[src/inc/pds_pkg.sv]
// package: register map, field layout and carrier types of the photodiode input select block
package pds_pkg;

   // ----------------------------------------------------------------
   // register offsets (byte addresses)
   // ----------------------------------------------------------------
   localparam logic [7:0] PDS_INPUT_CONFIG_OFS = 8'h08;
   localparam logic [7:0] PDS_SEQ_CONFIG_OFS   = 8'h20;
   localparam logic [7:0] PDS_IRQ_STATUS_OFS   = 8'h40;
   localparam logic [7:0] PDS_IRQ_MASK_OFS     = 8'h44;

   // ----------------------------------------------------------------
   // photodiode_input_config fields
   // ----------------------------------------------------------------
   localparam int PDS_EXT_A_BIT     = 0;
   localparam int PDS_EXT_B_BIT     = 1;
   localparam int PDS_DIODE_LSB     = 2;
   localparam int PDS_DIODE_MSB     = 5;
   localparam int PDS_OFFSET_LSB    = 8;
   localparam int PDS_OFFSET_MSB    = 15;
   localparam int PDS_HEADROOM_LSB  = 20;
   localparam int PDS_HEADROOM_MSB  = 23;
   localparam int PDS_IDLE_HOLD_BIT = 25;

   // ----------------------------------------------------------------
   // sequencer_manual_config fields
   // ----------------------------------------------------------------
   localparam int PDS_SEQ_EN_BIT      = 0;
   localparam int PDS_DIODE_CTRL_LSB  = 16;
   localparam int PDS_DIODE_CTRL_MSB  = 19;
   localparam int PDS_MANUAL_MODE_BIT = 20;
   localparam int PDS_SW_INTEG_BIT    = 21;

   // ----------------------------------------------------------------
   // reset values and widths
   // ----------------------------------------------------------------
   localparam logic [31:0] PDS_INPUT_CONFIG_RST = 32'h0000_0000;
   localparam logic [31:0] PDS_SEQ_CONFIG_RST   = 32'h0000_0000;
   localparam logic [31:0] PDS_READ_UNMAPPED    = 32'h0000_0000;
   localparam logic [3:0]  PDS_IRQ_RST          = 4'h0;
   localparam int          PDS_NUM_SINKS        = 4;
   localparam int          PDS_OFFSET_STEP_NA   = 10;

   // ----------------------------------------------------------------
   // carrier types
   // ----------------------------------------------------------------
   typedef struct packed {
      logic [3:0] diode_connect;
      logic       ext_a_connect;
      logic       ext_b_connect;
      logic [7:0] offset_code;
      logic       offset_enable;
      logic       idle_tristate;
   } pds_frontend_t;

   typedef struct packed {
      logic       seq_run;
      logic       integrate;
   } pds_timing_t;

   typedef struct packed {
      logic [7:0]  address;
      logic        read;
      logic        write;
      logic [31:0] writedata;
      logic [3:0]  byteenable;
   } pds_avmm_req_t;

endpackage : pds_pkg

[src/hdl/pds_sync.sv]
// two-flop synchroniser for the sink headroom comparator levels
module pds_sync #(
   parameter int WIDTH = 4
) (
   input  wire logic             clk_i,
   input  wire logic             resetn_i,
   input  wire logic [WIDTH-1:0] async_i,
   output logic      [WIDTH-1:0] sync_o
);
   logic [WIDTH-1:0] meta_q;
   logic [WIDTH-1:0] sync_q;

   // meta_q feeds sync_q only
   always_ff @(posedge clk_i or negedge resetn_i) begin
      if (!resetn_i) begin
         meta_q <= '0;
         sync_q <= '0;
      end else begin
         meta_q <= async_i;
         sync_q <= meta_q;
      end
   end

   assign sync_o = sync_q;
endmodule // pds_sync

[src/hdl/pds_input_select.sv]
// register bank selecting the photo-amplifier inputs, with headroom flags and interrupt
//
// How it works
// - config bits 5:2 connect photodiodes one to four; reset 0
// - bits 0 and 1 connect external input pins a and b; reset 0
// - bits 15:8 give offset current code times 10nA; zero turns source off
// - bit 25: idle demod output at reference level when 0, tristated when 1
// - hardware clears headroom flag 20..23 when its sink drops below compliance
// - writing 1 sets a headroom flag; software arms each before monitoring
// - with sequencer running, diode connection also gated by diode control bits
// - manual mode 0: sequencer times integration; 1: software integrate bit
// - sequencer runs only while sequencer enable bit 0 is 1
//
// Our own choice: the Avalon-MM register port.
module pds_input_select
   import pds_pkg::*;
(
   input  wire logic                     clk_i,
   input  wire logic                     resetn_i,
   // avalon-mm slave
   input  wire logic [7:0]               avs_address_i,
   input  wire logic                     avs_read_i,
   input  wire logic                     avs_write_i,
   input  wire logic [31:0]              avs_writedata_i,
   input  wire logic [3:0]               avs_byteenable_i,
   output logic      [31:0]              avs_readdata_o,
   output logic                          avs_waitrequest_o,
   // analog side
   input  wire logic [PDS_NUM_SINKS-1:0] sink_below_compliance_i,
   input  wire logic                     seq_integrate_i,
   input  wire logic [3:0]               seq_diode_phase_i,
   output pds_pkg::pds_frontend_t        frontend_o,
   output pds_pkg::pds_timing_t          timing_o,
   output logic                          irq_o
);
   import pds_pkg::*;

   // ----------------------------------------------------------------
   // storage
   // ----------------------------------------------------------------
   logic [31:0]              cfg_q;
   logic [31:0]              cfg_d;
   logic [31:0]              seq_q;
   logic [31:0]              seq_d;
   logic [PDS_NUM_SINKS-1:0] flag_q;
   logic [PDS_NUM_SINKS-1:0] flag_d;
   logic [PDS_NUM_SINKS-1:0] irq_stat_q;
   logic [PDS_NUM_SINKS-1:0] irq_stat_d;
   logic [PDS_NUM_SINKS-1:0] irq_mask_q;
   logic [PDS_NUM_SINKS-1:0] irq_mask_d;
   logic                     ack_q;
   logic [31:0]              rdata_q;
   logic [31:0]              rdata_d;
   pds_frontend_t            fe_q;
   pds_frontend_t            fe_d;
   pds_timing_t              tm_q;
   pds_timing_t              tm_d;
   logic [PDS_NUM_SINKS-1:0] low_s;
   logic [PDS_NUM_SINKS-1:0] low_prev_q;

   pds_sync #(
      .WIDTH (PDS_NUM_SINKS)
   ) u_sync (
      .clk_i    (clk_i),
      .resetn_i (resetn_i),
      .async_i  (sink_below_compliance_i),
      .sync_o   (low_s)
   );

   // ----------------------------------------------------------------
   // bus decode
   // ----------------------------------------------------------------
   // one wait cycle per access: request seen when ack_q is low, taken at the next edge with ack_q high
   wire         req      = avs_read_i | avs_write_i;
   wire         accept   = req & ack_q;
   wire         wr       = avs_write_i & accept;
   wire         sel_cfg  = (avs_address_i == PDS_INPUT_CONFIG_OFS);
   wire         sel_seq  = (avs_address_i == PDS_SEQ_CONFIG_OFS);
   wire         sel_stat = (avs_address_i == PDS_IRQ_STATUS_OFS);
   wire         sel_mask = (avs_address_i == PDS_IRQ_MASK_OFS);
   wire [31:0]  bmask    = {{8{avs_byteenable_i[3]}}, {8{avs_byteenable_i[2]}},
                            {8{avs_byteenable_i[1]}}, {8{avs_byteenable_i[0]}}};
   wire [31:0]  wmasked  = avs_writedata_i & bmask;
   wire [PDS_NUM_SINKS-1:0] flag_wr1 =
      (wr & sel_cfg) ? wmasked[PDS_HEADROOM_MSB:PDS_HEADROOM_LSB] : '0;
   wire [PDS_NUM_SINKS-1:0] stat_wr1 =
      (wr & sel_stat) ? wmasked[PDS_NUM_SINKS-1:0] : '0;

   assign avs_waitrequest_o = req & ~ack_q;

   // ----------------------------------------------------------------
   // register next values
   // ----------------------------------------------------------------
   // writable fields only; headroom flags live in flag_q
   wire [31:0] cfg_wmask = 32'h0200_FF3F;
   assign cfg_d = (wr & sel_cfg) ? ((cfg_q & ~(cfg_wmask & bmask)) |
                                    (avs_writedata_i & cfg_wmask & bmask)) : cfg_q;
   assign seq_d = (wr & sel_seq) ? ((seq_q & ~bmask) | wmasked) : seq_q;
   assign irq_mask_d = (wr & sel_mask) ?
                       ((irq_mask_q & ~bmask[PDS_NUM_SINKS-1:0]) |
                        wmasked[PDS_NUM_SINKS-1:0]) : irq_mask_q;

   // ----------------------------------------------------------------
   // headroom flags and interrupt status, per sink
   // ----------------------------------------------------------------
   genvar g;
   generate
      for (g = 0; g < PDS_NUM_SINKS; g++) begin : g_sink
         // hardware clear wins over a simultaneous software set: drop must not be hidden
         assign flag_d[g] = low_s[g] ? 1'b0 : (flag_wr1[g] | flag_q[g]);
         // event: armed flag falls; set wins over write-one-clear
         wire   ev = flag_q[g] & low_s[g] & ~low_prev_q[g];
         assign irq_stat_d[g] = ev | (irq_stat_q[g] & ~stat_wr1[g]);
      end
   endgenerate

   // ----------------------------------------------------------------
   // front end and timing drive
   // ----------------------------------------------------------------
   wire [3:0] diode_static = cfg_q[PDS_DIODE_MSB:PDS_DIODE_LSB];
   wire       seq_run      = seq_q[PDS_SEQ_EN_BIT];
   wire [3:0] diode_gate   = seq_run ?
      (seq_q[PDS_DIODE_CTRL_MSB:PDS_DIODE_CTRL_LSB] & seq_diode_phase_i) : 4'hF;
   wire       manual       = seq_q[PDS_MANUAL_MODE_BIT];

   always_comb begin
      fe_d               = '0;
      fe_d.diode_connect = diode_static & diode_gate;
      fe_d.ext_a_connect = cfg_q[PDS_EXT_A_BIT];
      fe_d.ext_b_connect = cfg_q[PDS_EXT_B_BIT];
      fe_d.offset_code   = cfg_q[PDS_OFFSET_MSB:PDS_OFFSET_LSB];
      fe_d.offset_enable = |cfg_q[PDS_OFFSET_MSB:PDS_OFFSET_LSB];
      fe_d.idle_tristate = cfg_q[PDS_IDLE_HOLD_BIT];
      tm_d               = '0;
      tm_d.seq_run       = seq_run;
      // sequencer window counts only while it runs
      tm_d.integrate     = manual ? seq_q[PDS_SW_INTEG_BIT]
                                  : (seq_run & seq_integrate_i);
   end

   // ----------------------------------------------------------------
   // read mux
   // ----------------------------------------------------------------
   wire [31:0] cfg_rd = cfg_q |
      {{(31-PDS_HEADROOM_MSB){1'b0}}, flag_q, {PDS_HEADROOM_LSB{1'b0}}};
   // read data captured in the wait cycle while ack_q is low, so it stands at the edge with waitrequest low
   assign rdata_d = ~(avs_read_i & ~ack_q) ? rdata_q :
                    sel_cfg  ? cfg_rd :
                    sel_seq  ? seq_q :
                    sel_stat ? {{(32-PDS_NUM_SINKS){1'b0}}, irq_stat_q} :
                    sel_mask ? {{(32-PDS_NUM_SINKS){1'b0}}, irq_mask_q} :
                    PDS_READ_UNMAPPED;

   // ----------------------------------------------------------------
   // flops
   // ----------------------------------------------------------------
   always_ff @(posedge clk_i or negedge resetn_i) begin
      if (!resetn_i) begin
         cfg_q      <= PDS_INPUT_CONFIG_RST;
         seq_q      <= PDS_SEQ_CONFIG_RST;
         flag_q     <= PDS_IRQ_RST;
         irq_stat_q <= PDS_IRQ_RST;
         irq_mask_q <= PDS_IRQ_RST;
         low_prev_q <= PDS_IRQ_RST;
         ack_q      <= 1'b0;
         rdata_q    <= PDS_READ_UNMAPPED;
         fe_q       <= '0;
         tm_q       <= '0;
      end else begin
         cfg_q      <= cfg_d;
         seq_q      <= seq_d;
         flag_q     <= flag_d;
         irq_stat_q <= irq_stat_d;
         irq_mask_q <= irq_mask_d;
         low_prev_q <= low_s;
         ack_q      <= req & ~ack_q;
         rdata_q    <= rdata_d;
         fe_q       <= fe_d;
         tm_q       <= tm_d;
      end
   end

   assign avs_readdata_o = rdata_q;
   assign frontend_o     = fe_q;
   assign timing_o       = tm_q;
   assign irq_o          = |(irq_stat_q & irq_mask_q);

endmodule // pds_input_select

[config.mk]
export PLATFORM = sky130hd
export DESIGN_NAME = pds_input_select
export DESIGN_NICKNAME = d
export VERILOG_FILES = /design/src/inc/pds_pkg.sv /design/src/hdl/pds_sync.sv /design/src/hdl/pds_input_select.sv
export SDC_FILE = /design/constraint.sdc
export NUM_CORES = 1
export LEC_CHECK = 0
export ABC_AREA = 1
export BUFFER_PORTS_ARGS = -buffer_cell sky130_fd_sc_hd__buf_2
export CAP_MARGIN = 0
export CORE_MARGIN = 2
export CORE_UTILIZATION = 35
export CTS_BUF_LIST = sky130_fd_sc_hd__clkbuf_16
export DETAILED_ROUTE_END_ITERATION = 16
export PLACE_DENSITY = 0.54
export SLEW_MARGIN = 10
export SYNTH_ARGS = -nofsm -noshare
export SYNTH_HDL_FRONTEND = slang
export SYNTH_SLANG_ARGS = --single-unit
[constraint.sdc]
create_clock -name clk_i -period 3.5 [get_ports clk_i]
set_input_delay 0.35 -clock clk_i [delete_from_list [all_inputs] [get_ports clk_i]]
set_output_delay 0.35 -clock clk_i [all_outputs]
set_load 0.02 [all_outputs]
### Word level (Yosys, flattened, before mapping)

Index checks and enable logic that the tools add are counted.

* bits in registers: 139
* input bits: 57
* output and inout bits: 52

* equal/unequal tests: 4
* multiplexer cells: 12
* bitwise operators: 54
* reduce and logical (&&, ||, !) cells: 2

Operator list (count)
* $and A32 B32 Y32: 3
* $mux W32: 2
* $or A32 B32 Y32: 2
* $and A26 B32 Y32: 1
* $not A26 Y32: 1
* $not A32 Y32: 1
* $or A32 B24 Y32: 1
* $and A1 B1 Y1: 21
* $mux W4: 5
* $and A4 B4 Y4: 4
* $eq A8 B7 Y1 const B: 2
* $not A1 Y1: 9
* $or A1 B1 Y1: 9
* $eq A8 B4 Y1 const B: 1
* $eq A8 B6 Y1 const B: 1
* $reduce_or A8 Y1: 1
* $mux W1: 5
* $not A4 Y4: 1
* $or A4 B4 Y4: 1
* $reduce_or A4 Y1: 1

### Depth between registers and ports, before layout

Gate-level depths: netlist of run 1.

* depth after elaboration: 8
* mapped depth: 9

### Hierarchy

Synthesis of run 1 repeated with hierarchy kept, for this count alone.

* cell total of the unflattened synthesis: 514
* area, all modules: 4863.4 um^2

Modules (own cells, without submodules)
* pds_input_select: times used 1, cells each 506, area each 4663.2 um^2
* pds_sync: times used 1, cells each 8, area each 200.2 um^2

### Worst setup path before layout of run 1

No wires, ideal clock.

* path type: input port to flip-flop
* from: input port avs_address_i[4]
* to: register (tool-made name)
* data arrival time: 1.225 ns
* required time: 3.383 ns
* path slack: 2.157 ns
* cell stages on the path: 9
* path buffers: 1
* cell sequence: inv_1 nand2_1 nor2_1 nand2_4 nor2_8 nand2_4 buf_6 nand2_2 o21ai_2

RTL lines
* start: declaration: line pds_input_select.sv:21 `input wire logic [7:0] avs_address_i,`

### Final worst setup path of run 1

* from: register ack_q
* to: register rdata_q[6], in the netlist avs_readdata_o[6]

* longest elaborated chain between the ends: 2

RTL lines
* start: declaration: line pds_input_select.sv:51 `logic ack_q;`
* start signal: assignment: line pds_input_select.sv:176 `ack_q <= req & ~ack_q;`
* $not A1 Y1: line pds_input_select.sv:147 `assign rdata_d = ~(avs_read_i & ~ack_q) ? rdata_q :`
* $and A1 B1 Y1: line pds_input_select.sv:147
* end signal: assignment: line pds_input_select.sv:177 `rdata_q <= rdata_d;`
* end: declaration: line pds_input_select.sv:52 `logic [31:0] rdata_q;`

Every way passes these cells.
A chain may end at the register's enable or synchronous reset.

==> results of run 1 <==
[cell usage in the layout, fill, tap and decap left out]
cell	netlist	layout
nand2_1	183	183
dfrtp_1	122	122
buf_2	3	107
inv_1	42	42
nand3_1	42	42
o21ai_0	24	24
nor2_1	21	21
clkbuf_16	0	17
a21oi_1	10	10
o21ai_1	9	9
o21ai_2	8	8
nand2_2	7	7
clkinv_2	1	7
nor2_2	5	5
nand4_1	4	4
nor3_1	4	4
nand3b_1	4	4
o211ai_1	4	4
clkinv_1	1	4
nor2_4	3	3
clkinvlp_4	0	3
inv_2	2	2
a21boi_0	2	2
nor4_1	2	2
nand2_4	2	2
bufinv_16	0	2
o2111ai_1	1	1
nor2_8	1	1
inv_6	0	1
buf_4	3	1
buf_12	0	1
[worst max-delay path: stages, from the launching register on]
cell	delay (ns)
dfrtp_1	0.40
nor2_2	0.30
inv_2	0.35
nor2_4	0.66
inv_1	0.12
o21ai_0	0.18
[power groups by stage]
stage / clock, mW / sequential (mW) / combinational (mW)
finish: 1.63 / 1.45 / 0.150
global route: 1.74 / 1.45 / 0.172
CTS: 1.67 / 1.45 / 0.155
detailed placement: 0 / 1.47 / 0.154
global placement: 0 / 1.47 / 0.151
floorplan: 0 / 1.47 / 0.0563
[logic make-up (layout without fill, tap and decap cells)]
family,Yosys count,count (layout),share of synthesized area
compound gates,58,58,0.06994
flops,122,122,0.6297
simple gates,278,278,0.2506
buf+inv,58,187,0.04980
[layer usage]
metal | track usage | routed length [µm] | up-vias
met5 | 0 | 0 | -
met4 | 0.06681 | 205 | 0
met3 | 0.03605 | 565 | 15
met2 | 0.2514 | 5192 | 103
met1 | 0.2306 | 5352 | 1776
li1 | - | - | 1872
[area by class of cell]
cell class	instances	area [µm²]
clock buffer	17	425.4
clock inverter	15	132.6
fill	1349	7592
inverter	46	173.9
multi-input combinational	336	1554
sequential	122	3053
tap	180	225.2
timing repair buffer	109	563.0
[worst max path at each step]
stage / end / cells past startpoint / slack [ns] / startpoint
6_report: avs_readdata_o[6] / 5 / 1.39 / ack_q
5_1_grt: avs_readdata_o[6] / 5 / 1.19 / ack_q
4_1_cts: avs_readdata_o[6] / 5 / 1.35 / ack_q
3_5_place_dp: avs_readdata_o[6] / 7 / 1.33 / avs_read_i
3_3_place_gp: avs_readdata_o[7] / 7 / 1.43 / avs_read_i
2_1_floorplan: flop / 9 / 2.16 / avs_address_i[4]
==> metrics.md, run 1 <==
| Metric | Value |
|---|---|
| Status | `finished clean` |
| Die span in y | `121.7 µm` |
| Startpoint types | `flop` |
| Post-CTS Hold Fix Bufs | `0` |
| H-Tree Depth | `4` |
| Core Region | `13720 µm²` |
| Post-synth EDFFs | `0` |
| Final instance area | `6127 µm²` |
| Asr flop ratio synth | `1.000` |
| Crit path required time | `3.83 ns` |
| Area grow syn2layout | `26.37%` |
| Post-layout nets | `689` |
| First drt pass iteration count | `4` |
| Ys Warns | `0` |
| Top post-synthesis cells by count | `183 x nand2_1, 122 x dfrtp_1, 42 x inv_1, 42 x nand3_1, 24 x o21ai_0` |
| VDD IR max | `0.3035 mV` |
| Placer congestion estimate | `0.8077` |
| Setup Viol. Count Final | `0` |
| Post-CTS setup repair buffer count | `0` |
| Post-DP HPWL | `8.084 mm` |
| First-pass GRT wire length | `18.53 mm` |
| Post-synthesis sequential area ratio | `0.6297` |
| Die Span X | `121.7 µm` |
| Fin cells | `825` |
| Number of vias per cell | `4.565` |
| Clock skew | `0.005058 ns` |
| Final Hold Fails | `0` |
| Via count | `3766` |
| Final core utilization | `0.4466` |
| R2R Path End | `avs_readdata_o[6]` |
| Layout cells sized above 1 | `0.2589` |
| Avg Synthesized Cell Area | `9.396 µm²` |
| Synthesized net count | `573` |
| Peak Freq | `474.0 MHz` |
| Dpl cell area | `5569 µm²` |
| Reg power frac | `0.448` |
| Number of global-route vias before repair | `3657` |
| Max Slew Vio Count | `0` |
| TritonCTS clock tree | `yes` |
| Number of top-level pins | `109` |
| Top-count cell post-synth | `nand2_1` |
| MaxCap Viol Count | `0` |
| 1st-iter DRT viols | `205` |
| CTS max path bufs | `2` |
| Final ANT Viol Nets | `0` |
| Synth area leader | `dfrtp_1` |
| Clock buffer count from CTS | `17` |
| Top-area cell type share of the netlist area | `0.6297` |
| # resized after CTS | `0` |
| # placed instances | `793` |
| Ranking of synthesized cells by area | `dfrtp_1 63%, nand2_1 14%, nand3_1 4.3%` |
| Dpl ws | `1.329 ns` |
| Crit. End Element | `flop` |
| P_int | `2.510 mW` |
| Worst slew pin tran | `0.8910 ns` |
| Synth cell types | `28` |
| # DRC | `0` |
| Clock power share | `0.505` |
| Pleak | `3.311 nW` |
| Clk Latency, worst-skew pair | `0.41 ns` |
| Post-synthesis instance total | `516` |
| Reg2reg setup slack | `1.39 ns` |
| Final Power | `3.227 mW` |
| Largest net degree at the start of global routing | `72` |
| Routed WL | `11.32 mm` |
| Min Hold Slack | `0.04763 ns` |
| Post-synthesis instance area | `4848 µm²` |
| Critical path peak fanout | `33` |
| Crit share post-route | `0.6027` |
| Power per cell area | `526.6 nW/µm²` |
| Fin crit period | `2.110 ns` |
| Setup TNS | `0 ns` |
| Grt total ovfl | `0` |
| Comb power frac | `0.046` |
| WL/cell | `13.72 µm` |
| Final setup margin | `1.390 ns` |
| Seq cells post-synth | `122` |
| Sw power | `0.7164 mW` |
| Die ar. | `14810 µm²` |
| CTS root buf | `clkbuf_16` |
| Worst reg-to-reg path cell count | `5` |
| Initial antenna violation count | `0` |
| ANT cells | `0` |
| Hold depth | `1` |
| Total track usage | `0.1652` |
| Row cnt | `43` |
| HP Class | `in -> reg` |
| Hold_sp | `sink_below_compliance_i[3]` |
| CP arrival | `2.44 ns` |
| Reg2reg start | `ack_q` |
| Initial core utilization | `0.3534` |
| Hold Path End | `u_sync.meta_q[3]` |
| PortBufs | `108` |
| Worst-path clk slew | `0.05 ns` |
| WS Path Type | `reg -> reg` |
| Slew Limit Headroom | `0.4060` |
| RSZ-0062 raised after global routing | `false` |
| Net Sw Frac | `0.2220` |
| Clk sink count | `122` |
| Main flop type after synthesis | `dfrtp_1` |
Power figures use the tool's default switching activity.
==> run 2: changes to the inputs <==
- clock period: 3.5 -> 2.2 ns (I/O delays scaled with it)
==> metrics.md, run 2 (same netlist as run 1, synthesis figures left out) <==
| Metric | Value |
|---|---|
| Status | `finished clean` |
| 1st-iter DRT viols | `292 (+42%)` |
| First drt pass iteration count | `4 (unchanged)` |
| Grt total ovfl | `0 (unchanged)` |
| Commonest non-fill, non-tap cell in the layout | `nand2_1` |
| Number of vias per cell | `4.610 (+1.0%)` |
| Crit path max-delay family | `simple AND/OR/NAND/NOR gates` |
| CP arrival | `1.88 ns (-0.56 ns)` |
| Number of global-route vias before repair | `3728 (+1.9%)` |
| Reg2reg setup slack | `0.65 ns (-0.74 ns)` |
| Setup TNS | `0 ns (unchanged)` |
| Fin crit period | `1.553 ns (-0.5566 ns)` |
| CP Depth | `6 (+1)` |
| CP peak stage delay | `0.41 ns (-0.25 ns)` |
| Row cnt | `43 (unchanged)` |
| TritonCTS clock tree | `yes` |
| Pleak | `3.382 nW (+2.2%)` |
| Worst slew pin tran | `0.5677 ns (-0.3233 ns)` |
| H-Tree Depth | `4 (unchanged)` |
| Dpl cell area | `5599 µm² (+0.54%)` |
| Initial core utilization | `0.3534 (unchanged)` |
| Sw power | `1.121 mW (+56%)` |
| Final instance area | `6240 µm² (+1.8%)` |
| MaxCap Viol Count | `0 (unchanged)` |
| # DRC | `0 (unchanged)` |
| Crit path required time | `2.53 ns (-1.30 ns)` |
| R2R Path End | `avs_readdata_o[4]` |
| CTS max path bufs | `2 (unchanged)` |
| Clock buffer count from CTS | `17 (unchanged)` |
| CP cell instances | `nor2_2, inv_2, nor2_4, buf_4, nand2_1, o211ai_1` |
| Number of buffers and inverters on the critical path | `2 (unchanged)` |
| Number of top-level pins | `109 (unchanged)` |
| Power per cell area | `855.4 nW/µm² (+62%)` |
| Total track usage | `0.1677 (+0.002477)` |
| Clk Latency, worst-skew pair | `0.41 ns (about the same)` |
| HP Class | `in -> reg` |
| Net Sw Frac | `0.2099 (-0.01208)` |
| Crit share post-route | `0.7059 (+0.1032)` |
| Area grow syn2layout | `28.70%` |
| Final ANT Viol Nets | `0 (unchanged)` |
| Clock skew | `0.007946 ns (+0.002889 ns)` |
| VDD IR max | `0.5701 mV (+88%)` |
| Die Span X | `121.7 µm (unchanged)` |
| P_int | `4.217 mW (+68%)` |
| WS Path Type | `reg -> reg` |
| Routed WL | `11.55 mm (+2.0%)` |
| WL/cell | `13.85 µm (+0.94%)` |
| Hold depth | `3 (+2)` |
| Placer congestion estimate | `0.8348 (+3.4%)` |
| Crit. End Element | `flop` |
| Max Slew Vio Count | `0 (unchanged)` |
| Comb power frac | `0.047 (about the same)` |
| RSZ-0062 raised after global routing | `false` |
| Layout fillers | `1369 (+1.5%)` |
| Post-DP HPWL | `8.318 mm (+2.9%)` |
| Die ar. | `14810 µm² (unchanged)` |
| Most frequent cells in the layout | `183 x nand2_1, 122 x dfrtp_1, 107 x buf_2` |
| Worst reg-to-reg path cell count | `6 (+1)` |
| Post-layout nets | `698 (+1.3%)` |
| Hold_sp | `avs_writedata_i[31]` |
| Reg2reg start | `ack_q` |
| Slew Limit Headroom | `0.6215 (+0.2155)` |
| Multi-input logic area | `1554 µm² (unchanged)` |
| Startpoint types | `flop` |
| Clk sink count | `122 (unchanged)` |
| Layout cells sized above 1 | `0.2538 (-0.005092)` |
| Via count | `3845 (+2.1%)` |
| Final Hold Fails | `0 (unchanged)` |
| First-pass GRT wire length | `18.63 mm (+0.52%)` |
| CP max-delay cell | `dfrtp_1` |
| Seq. cell area | `3053 µm² (unchanged)` |
| Initial antenna violation count | `0 (unchanged)` |
| Reg power frac | `0.431 (-0.017)` |
| Setup Viol. Count Final | `0 (unchanged)` |
| PortBufs | `108 (unchanged)` |
| CTS root buf | `clkbuf_16` |
| Die span in y | `121.7 µm (unchanged)` |
| Worst-path clk slew | `0.05 ns (about the same)` |
| Post-CTS setup repair buffer count | `0 (unchanged)` |
| Critical path peak fanout | `14 (-58%)` |
| # resized after CTS | `0 (unchanged)` |
| Peak Freq | `643.9 MHz (+36%)` |
| ANT cells | `0 (unchanged)` |
| Core Region | `13720 µm² (unchanged)` |
| Clock power share | `0.521 (+0.016)` |
| Largest net degree at the start of global routing | `58 (-19%)` |
[run 2: cell count changes in the layout (fill, tap and decap cells not counted)]
cell	change
dlygate4sd3_1	+5
buf_4	+4
inv_1	+3
clkinv_2	-3
bufinv_16	+2
inv_6	-1
clkinv_1	+2
clkinvlp_4	-3
[run 2: worst max-delay path by stage]
| stage | start | end | slack, ns |
|---|---|---|---|
| global route | ack_q | avs_readdata_o[4] | 0.51 |
| CTS | ack_q | flop | 0.65 |
| detailed placement | avs_address_i[4] | avs_readdata_o[4] | 0.50 |
| floorplan | ack_q | avs_readdata_o[10] | 0.93 |
| global placement | avs_address_i[7] | flop | 0.55 |
| finish | ack_q | avs_readdata_o[4] | 0.65 |
[run 2: cell type report]
type | count | share of cell area
Clock buffer | 17 | 0.06818
Clock inverter | 15 | 0.02647
Inverter | 46 | 0.02787
Multi-Input combinational cell | 336 | 0.2490
Sequential cell | 122 | 0.4893
Tap cell | 180 | 0.03609
Timing Repair Buffer | 118 | 0.1031
[run 2: worst register-to-register path, delay by kind of cell (launching register included)]
kind / cells / cell delay, ns
AO/OA/AOI/OAI: 1 / 0.08
buffers and inverters: 2 / 0.37
AND/OR/NAND/NOR: 3 / 0.62
flip-flops: 1 / 0.41
[run 2: metal layers]
| metal | vias up | part of all wire | global-route usage |
|---|---|---|---|
| li1 | 1904 | - | - |
| met3 | 12 | 0.050 | 0.05243 |
| met4 | 0 | 0.013 | 0.07256 |
| met2 | 94 | 0.46 | 0.2542 |
| met1 | 1835 | 0.48 | 0.2225 |
| met5 | - | 0 | 0 |
[run 2: repair_timing]
item                       CTS  global route
hold buffers                 5             0
hold endpoints to repair    45             0
setup endpoints to repair    0             0
[run 2: power by group through the flow]
stage / Clock [mW] / Sequential [mW] / Combinational (mW)
2_1_floorplan: 0 / 2.35 / 0.0896
3_3_place_gp: 0 / 2.34 / 0.248
3_5_place_dp: 0 / 2.34 / 0.252
4_1_cts: 2.84 / 2.30 / 0.260
5_1_grt: 2.95 / 2.30 / 0.286
6_report: 2.78 / 2.30 / 0.253
[run 2: per-stage QoR]
step | utilization | cells | total power [mW] | hold slack (ns) | worst slack [ns]
2_1_floorplan | - | 516 | 2.435 | -0.07559 | 0.9259
3_3_place_gp | 0.4081 | 797 | 2.587 | 0.2418 | 0.5484
3_5_place_dp | 0.4081 | 797 | 2.593 | 0.2509 | 0.5036
4_1_cts | 0.4548 | 834 | 5.400 | 0.02867 | 0.6452
5_1_grt | 0.4548 | 834 | 5.544 | 0.03406 | 0.5135
6_report | 0.4548 | 834 | 5.337 | 0.03951 | 0.6471
==> run 3: changes to the inputs <==
- PLACE_DENSITY: 0.54 -> 0.56
- clock period: 2.2 -> 1.3 ns (I/O delays scaled with it)
==> metrics.md, run 3 (same netlist as run 1, synthesis figures left out) <==
| Metric | Value |
|---|---|
| Initial antenna violation count | `0 (unchanged)` |
| CP endpoint | `irq_o` |
| WS Path Type | `reg -> out` |
| Seq. cell area | `3054 µm² (about the same)` |
| H-Tree Depth | `4 (unchanged)` |
| Final Hold Fails | `0 (unchanged)` |
| Worst slew pin tran | `0.4299 ns (-0.1378 ns)` |
| Clk Latency, worst-skew pair | `0.41 ns (about the same)` |
| Via count | `4127 (+7.3%)` |
| Number of top-level pins | `109 (unchanged)` |
| VDD IR max | `0.8472 mV (+49%)` |
| MaxCap Viol Count | `0 (unchanged)` |
| TritonCTS clock tree | `yes` |
| R2R Path End | `irq_stat_q[2]` |
| # DRC | `0 (unchanged)` |
| Crit. End Element | `output pin` |
| Worst reg-to-reg path cell count | `6 (unchanged)` |
| CTS max path bufs | `2 (unchanged)` |
| Post-DP HPWL | `8.558 mm (+2.9%)` |
| CP arrival | `1.17 ns (-0.71 ns)` |
| Core Region | `13720 µm² (unchanged)` |
| Placer congestion estimate | `0.8212 (-1.6%)` |
| ANT cells | `0 (unchanged)` |
| Multi-input logic area | `1764 µm² (+14%)` |
| Final instance area | `7061 µm² (+13%)` |
| Dpl cell area | `5777 µm² (+3.2%)` |
| WL/cell | `14.07 µm (+1.6%)` |
| Setup Viol. Count Final | `0 (unchanged)` |
| 1st-iter DRT viols | `284 (-2.7%)` |
| CTS root buf | `clkbuf_16` |
| Largest net degree at the start of global routing | `56 (-3.4%)` |
| Critical Path Source | `irq_stat_q[0]` |
| Total track usage | `0.1787 (+0.01104)` |
| Reg2reg start | `ack_q` |
| Final ANT Viol Nets | `0 (unchanged)` |
| Number of global-route vias before repair | `4043 (+8.4%)` |
| Layout cells sized above 1 | `0.3273 (+0.07345)` |
| RSZ-0062 raised after global routing | `true` |
| Number of vias per cell | `4.611 (about the same)` |
| Initial core utilization | `0.3534 (unchanged)` |
| Max Slew Vio Count | `0 (unchanged)` |
| Clk sink count | `122 (unchanged)` |
| Die span in y | `121.7 µm (unchanged)` |
| Clock skew | `0.005454 ns (-0.002493 ns)` |
| Post-layout nets | `761 (+9.0%)` |
| Slew Limit Headroom | `0.7134 (+0.09189)` |
| Row cnt | `43 (unchanged)` |
| HP Class | `in -> reg` |
| Most frequent cells in the layout | `168 x nand2_1, 121 x dfrtp_1, 105 x buf_2` |
| First-pass GRT wire length | `20.00 mm (+7.3%)` |
| Crit path required time | `1.17 ns (-1.36 ns)` |
| Peak Freq | `770.8 MHz` |
| Grt total ovfl | `0 (unchanged)` |
| Layout fillers | `1290 (-5.8%)` |
| Pleak | `3.866 nW (+14%)` |
| Power per cell area | `1299 nW/µm² (+52%)` |
| Crit share post-route | `0.9979` |
| Clock buffer count from CTS | `17 (unchanged)` |
| Critical path peak fanout | `2 (-12)` |
| Reg2reg setup slack | `0.02 ns (-0.63 ns)` |
| Status | `finished clean` |
| Startpoint types | `flop` |
| Die Span X | `121.7 µm (unchanged)` |
| Area grow syn2layout | `45.63%` |
| Final Power | `9.170 mW (+72%)` |
| PortBufs | `108 (unchanged)` |
| First drt pass iteration count | `4 (unchanged)` |
| Die ar. | `14810 µm² (unchanged)` |
| Commonest non-fill, non-tap cell in the layout | `nand2_1` |
| Fin crit period | `1.297 ns` |
| Worst-path clk slew | `0.05 ns (about the same)` |
| Routed WL | `12.60 mm (+9.1%)` |
-- run 3: cell count changes in the layout (fill, tap and decap cells not counted), moves of 7 or more --
cell           before  now
nand2_4             2   10
o21ai_0            24   17
buf_4               5   31
dlygate4sd3_1       5   38
nand3_2             0    9
nand3_1            42   33
nand2_1           183  168
-- run 3: layout make-up --
class,count,share of cell area
clock buffers,17,0.06025
clock inverters,13,0.02286
inverters,46,0.02570
multi-input cells,336,0.2499
flip-flops and latches,122,0.4326
well taps,180,0.03190
repair buffers,181,0.1769
-- run 3: power breakdown --
part           total (mW)  switching, mW  internal, mW
clock                4.69           1.56          3.13
combinational       0.576          0.330         0.246
sequential           3.90         0.0413          3.86
-- run 3: worst min-delay path by stage --
stage,from,slack [ns],cells past startpoint,to
2_1_floorplan,resetn_i,-0.17,0,asynchronous set/reset pin
3_3_place_gp,resetn_i,-0.04,1,avs_readdata_o[29]
3_5_place_dp,resetn_i,-0.03,1,avs_readdata_o[30]
4_1_cts,avs_writedata_i[4],0.0004,3,flop
5_1_grt,avs_writedata_i[4],0.02,3,flop
6_report,avs_writedata_i[4],0.02,3,flop
-- run 3: repair_timing --
| item | CTS | global route |
|---|---|---|
| endpoints found under the hold margin | 165 | 0 |
| hold buffers | 38 | 0 |
| endpoints found under the setup margin | 24 | 69 |
| pin swaps | 2 | 11 |
| setup buffers | 6 | 1 |
| gates cloned | 0 | 1 |
| resized for setup | 13 | 57 |
-- run 3: routing by layer --
layer / vias up / global-route usage / part of all wire
met5: - / 0 / 0
met1: 1984 / 0.2399 / 0.45
met2: 102 / 0.2781 / 0.49
met4: 0 / 0.07830 / 0.021
li1: 2022 / - / -
met3: 19 / 0.04167 / 0.041
-- run 3: critical path: stages, from the launching register on --
cell and delay (ns):
dfrtp_1 0.37, nand2_1 0.09, o2111ai_2 0.14, buf_6 0.16
-- run 3: stage by stage --
| step | hold slack (ns) | TNS [ns] | instances | util | setup WS [ns] |
|---|---|---|---|---|---|
| finish | 0.01783 | 0 | 895 | 0.5146 | 0.002685 |
| global route | 0.02279 | -0.2495 | 895 | 0.5146 | -0.05805 |
| CTS | 0.0003920 | -0.05417 | 893 | 0.4979 | -0.02690 |
| detailed placement | -0.03452 | -1.401 | 819 | 0.4211 | -0.1205 |
| global placement | -0.03614 | -0.6557 | 819 | 0.4211 | -0.07807 |
| floorplan | -0.1656 | 0 | 516 | - | 0.02593 |
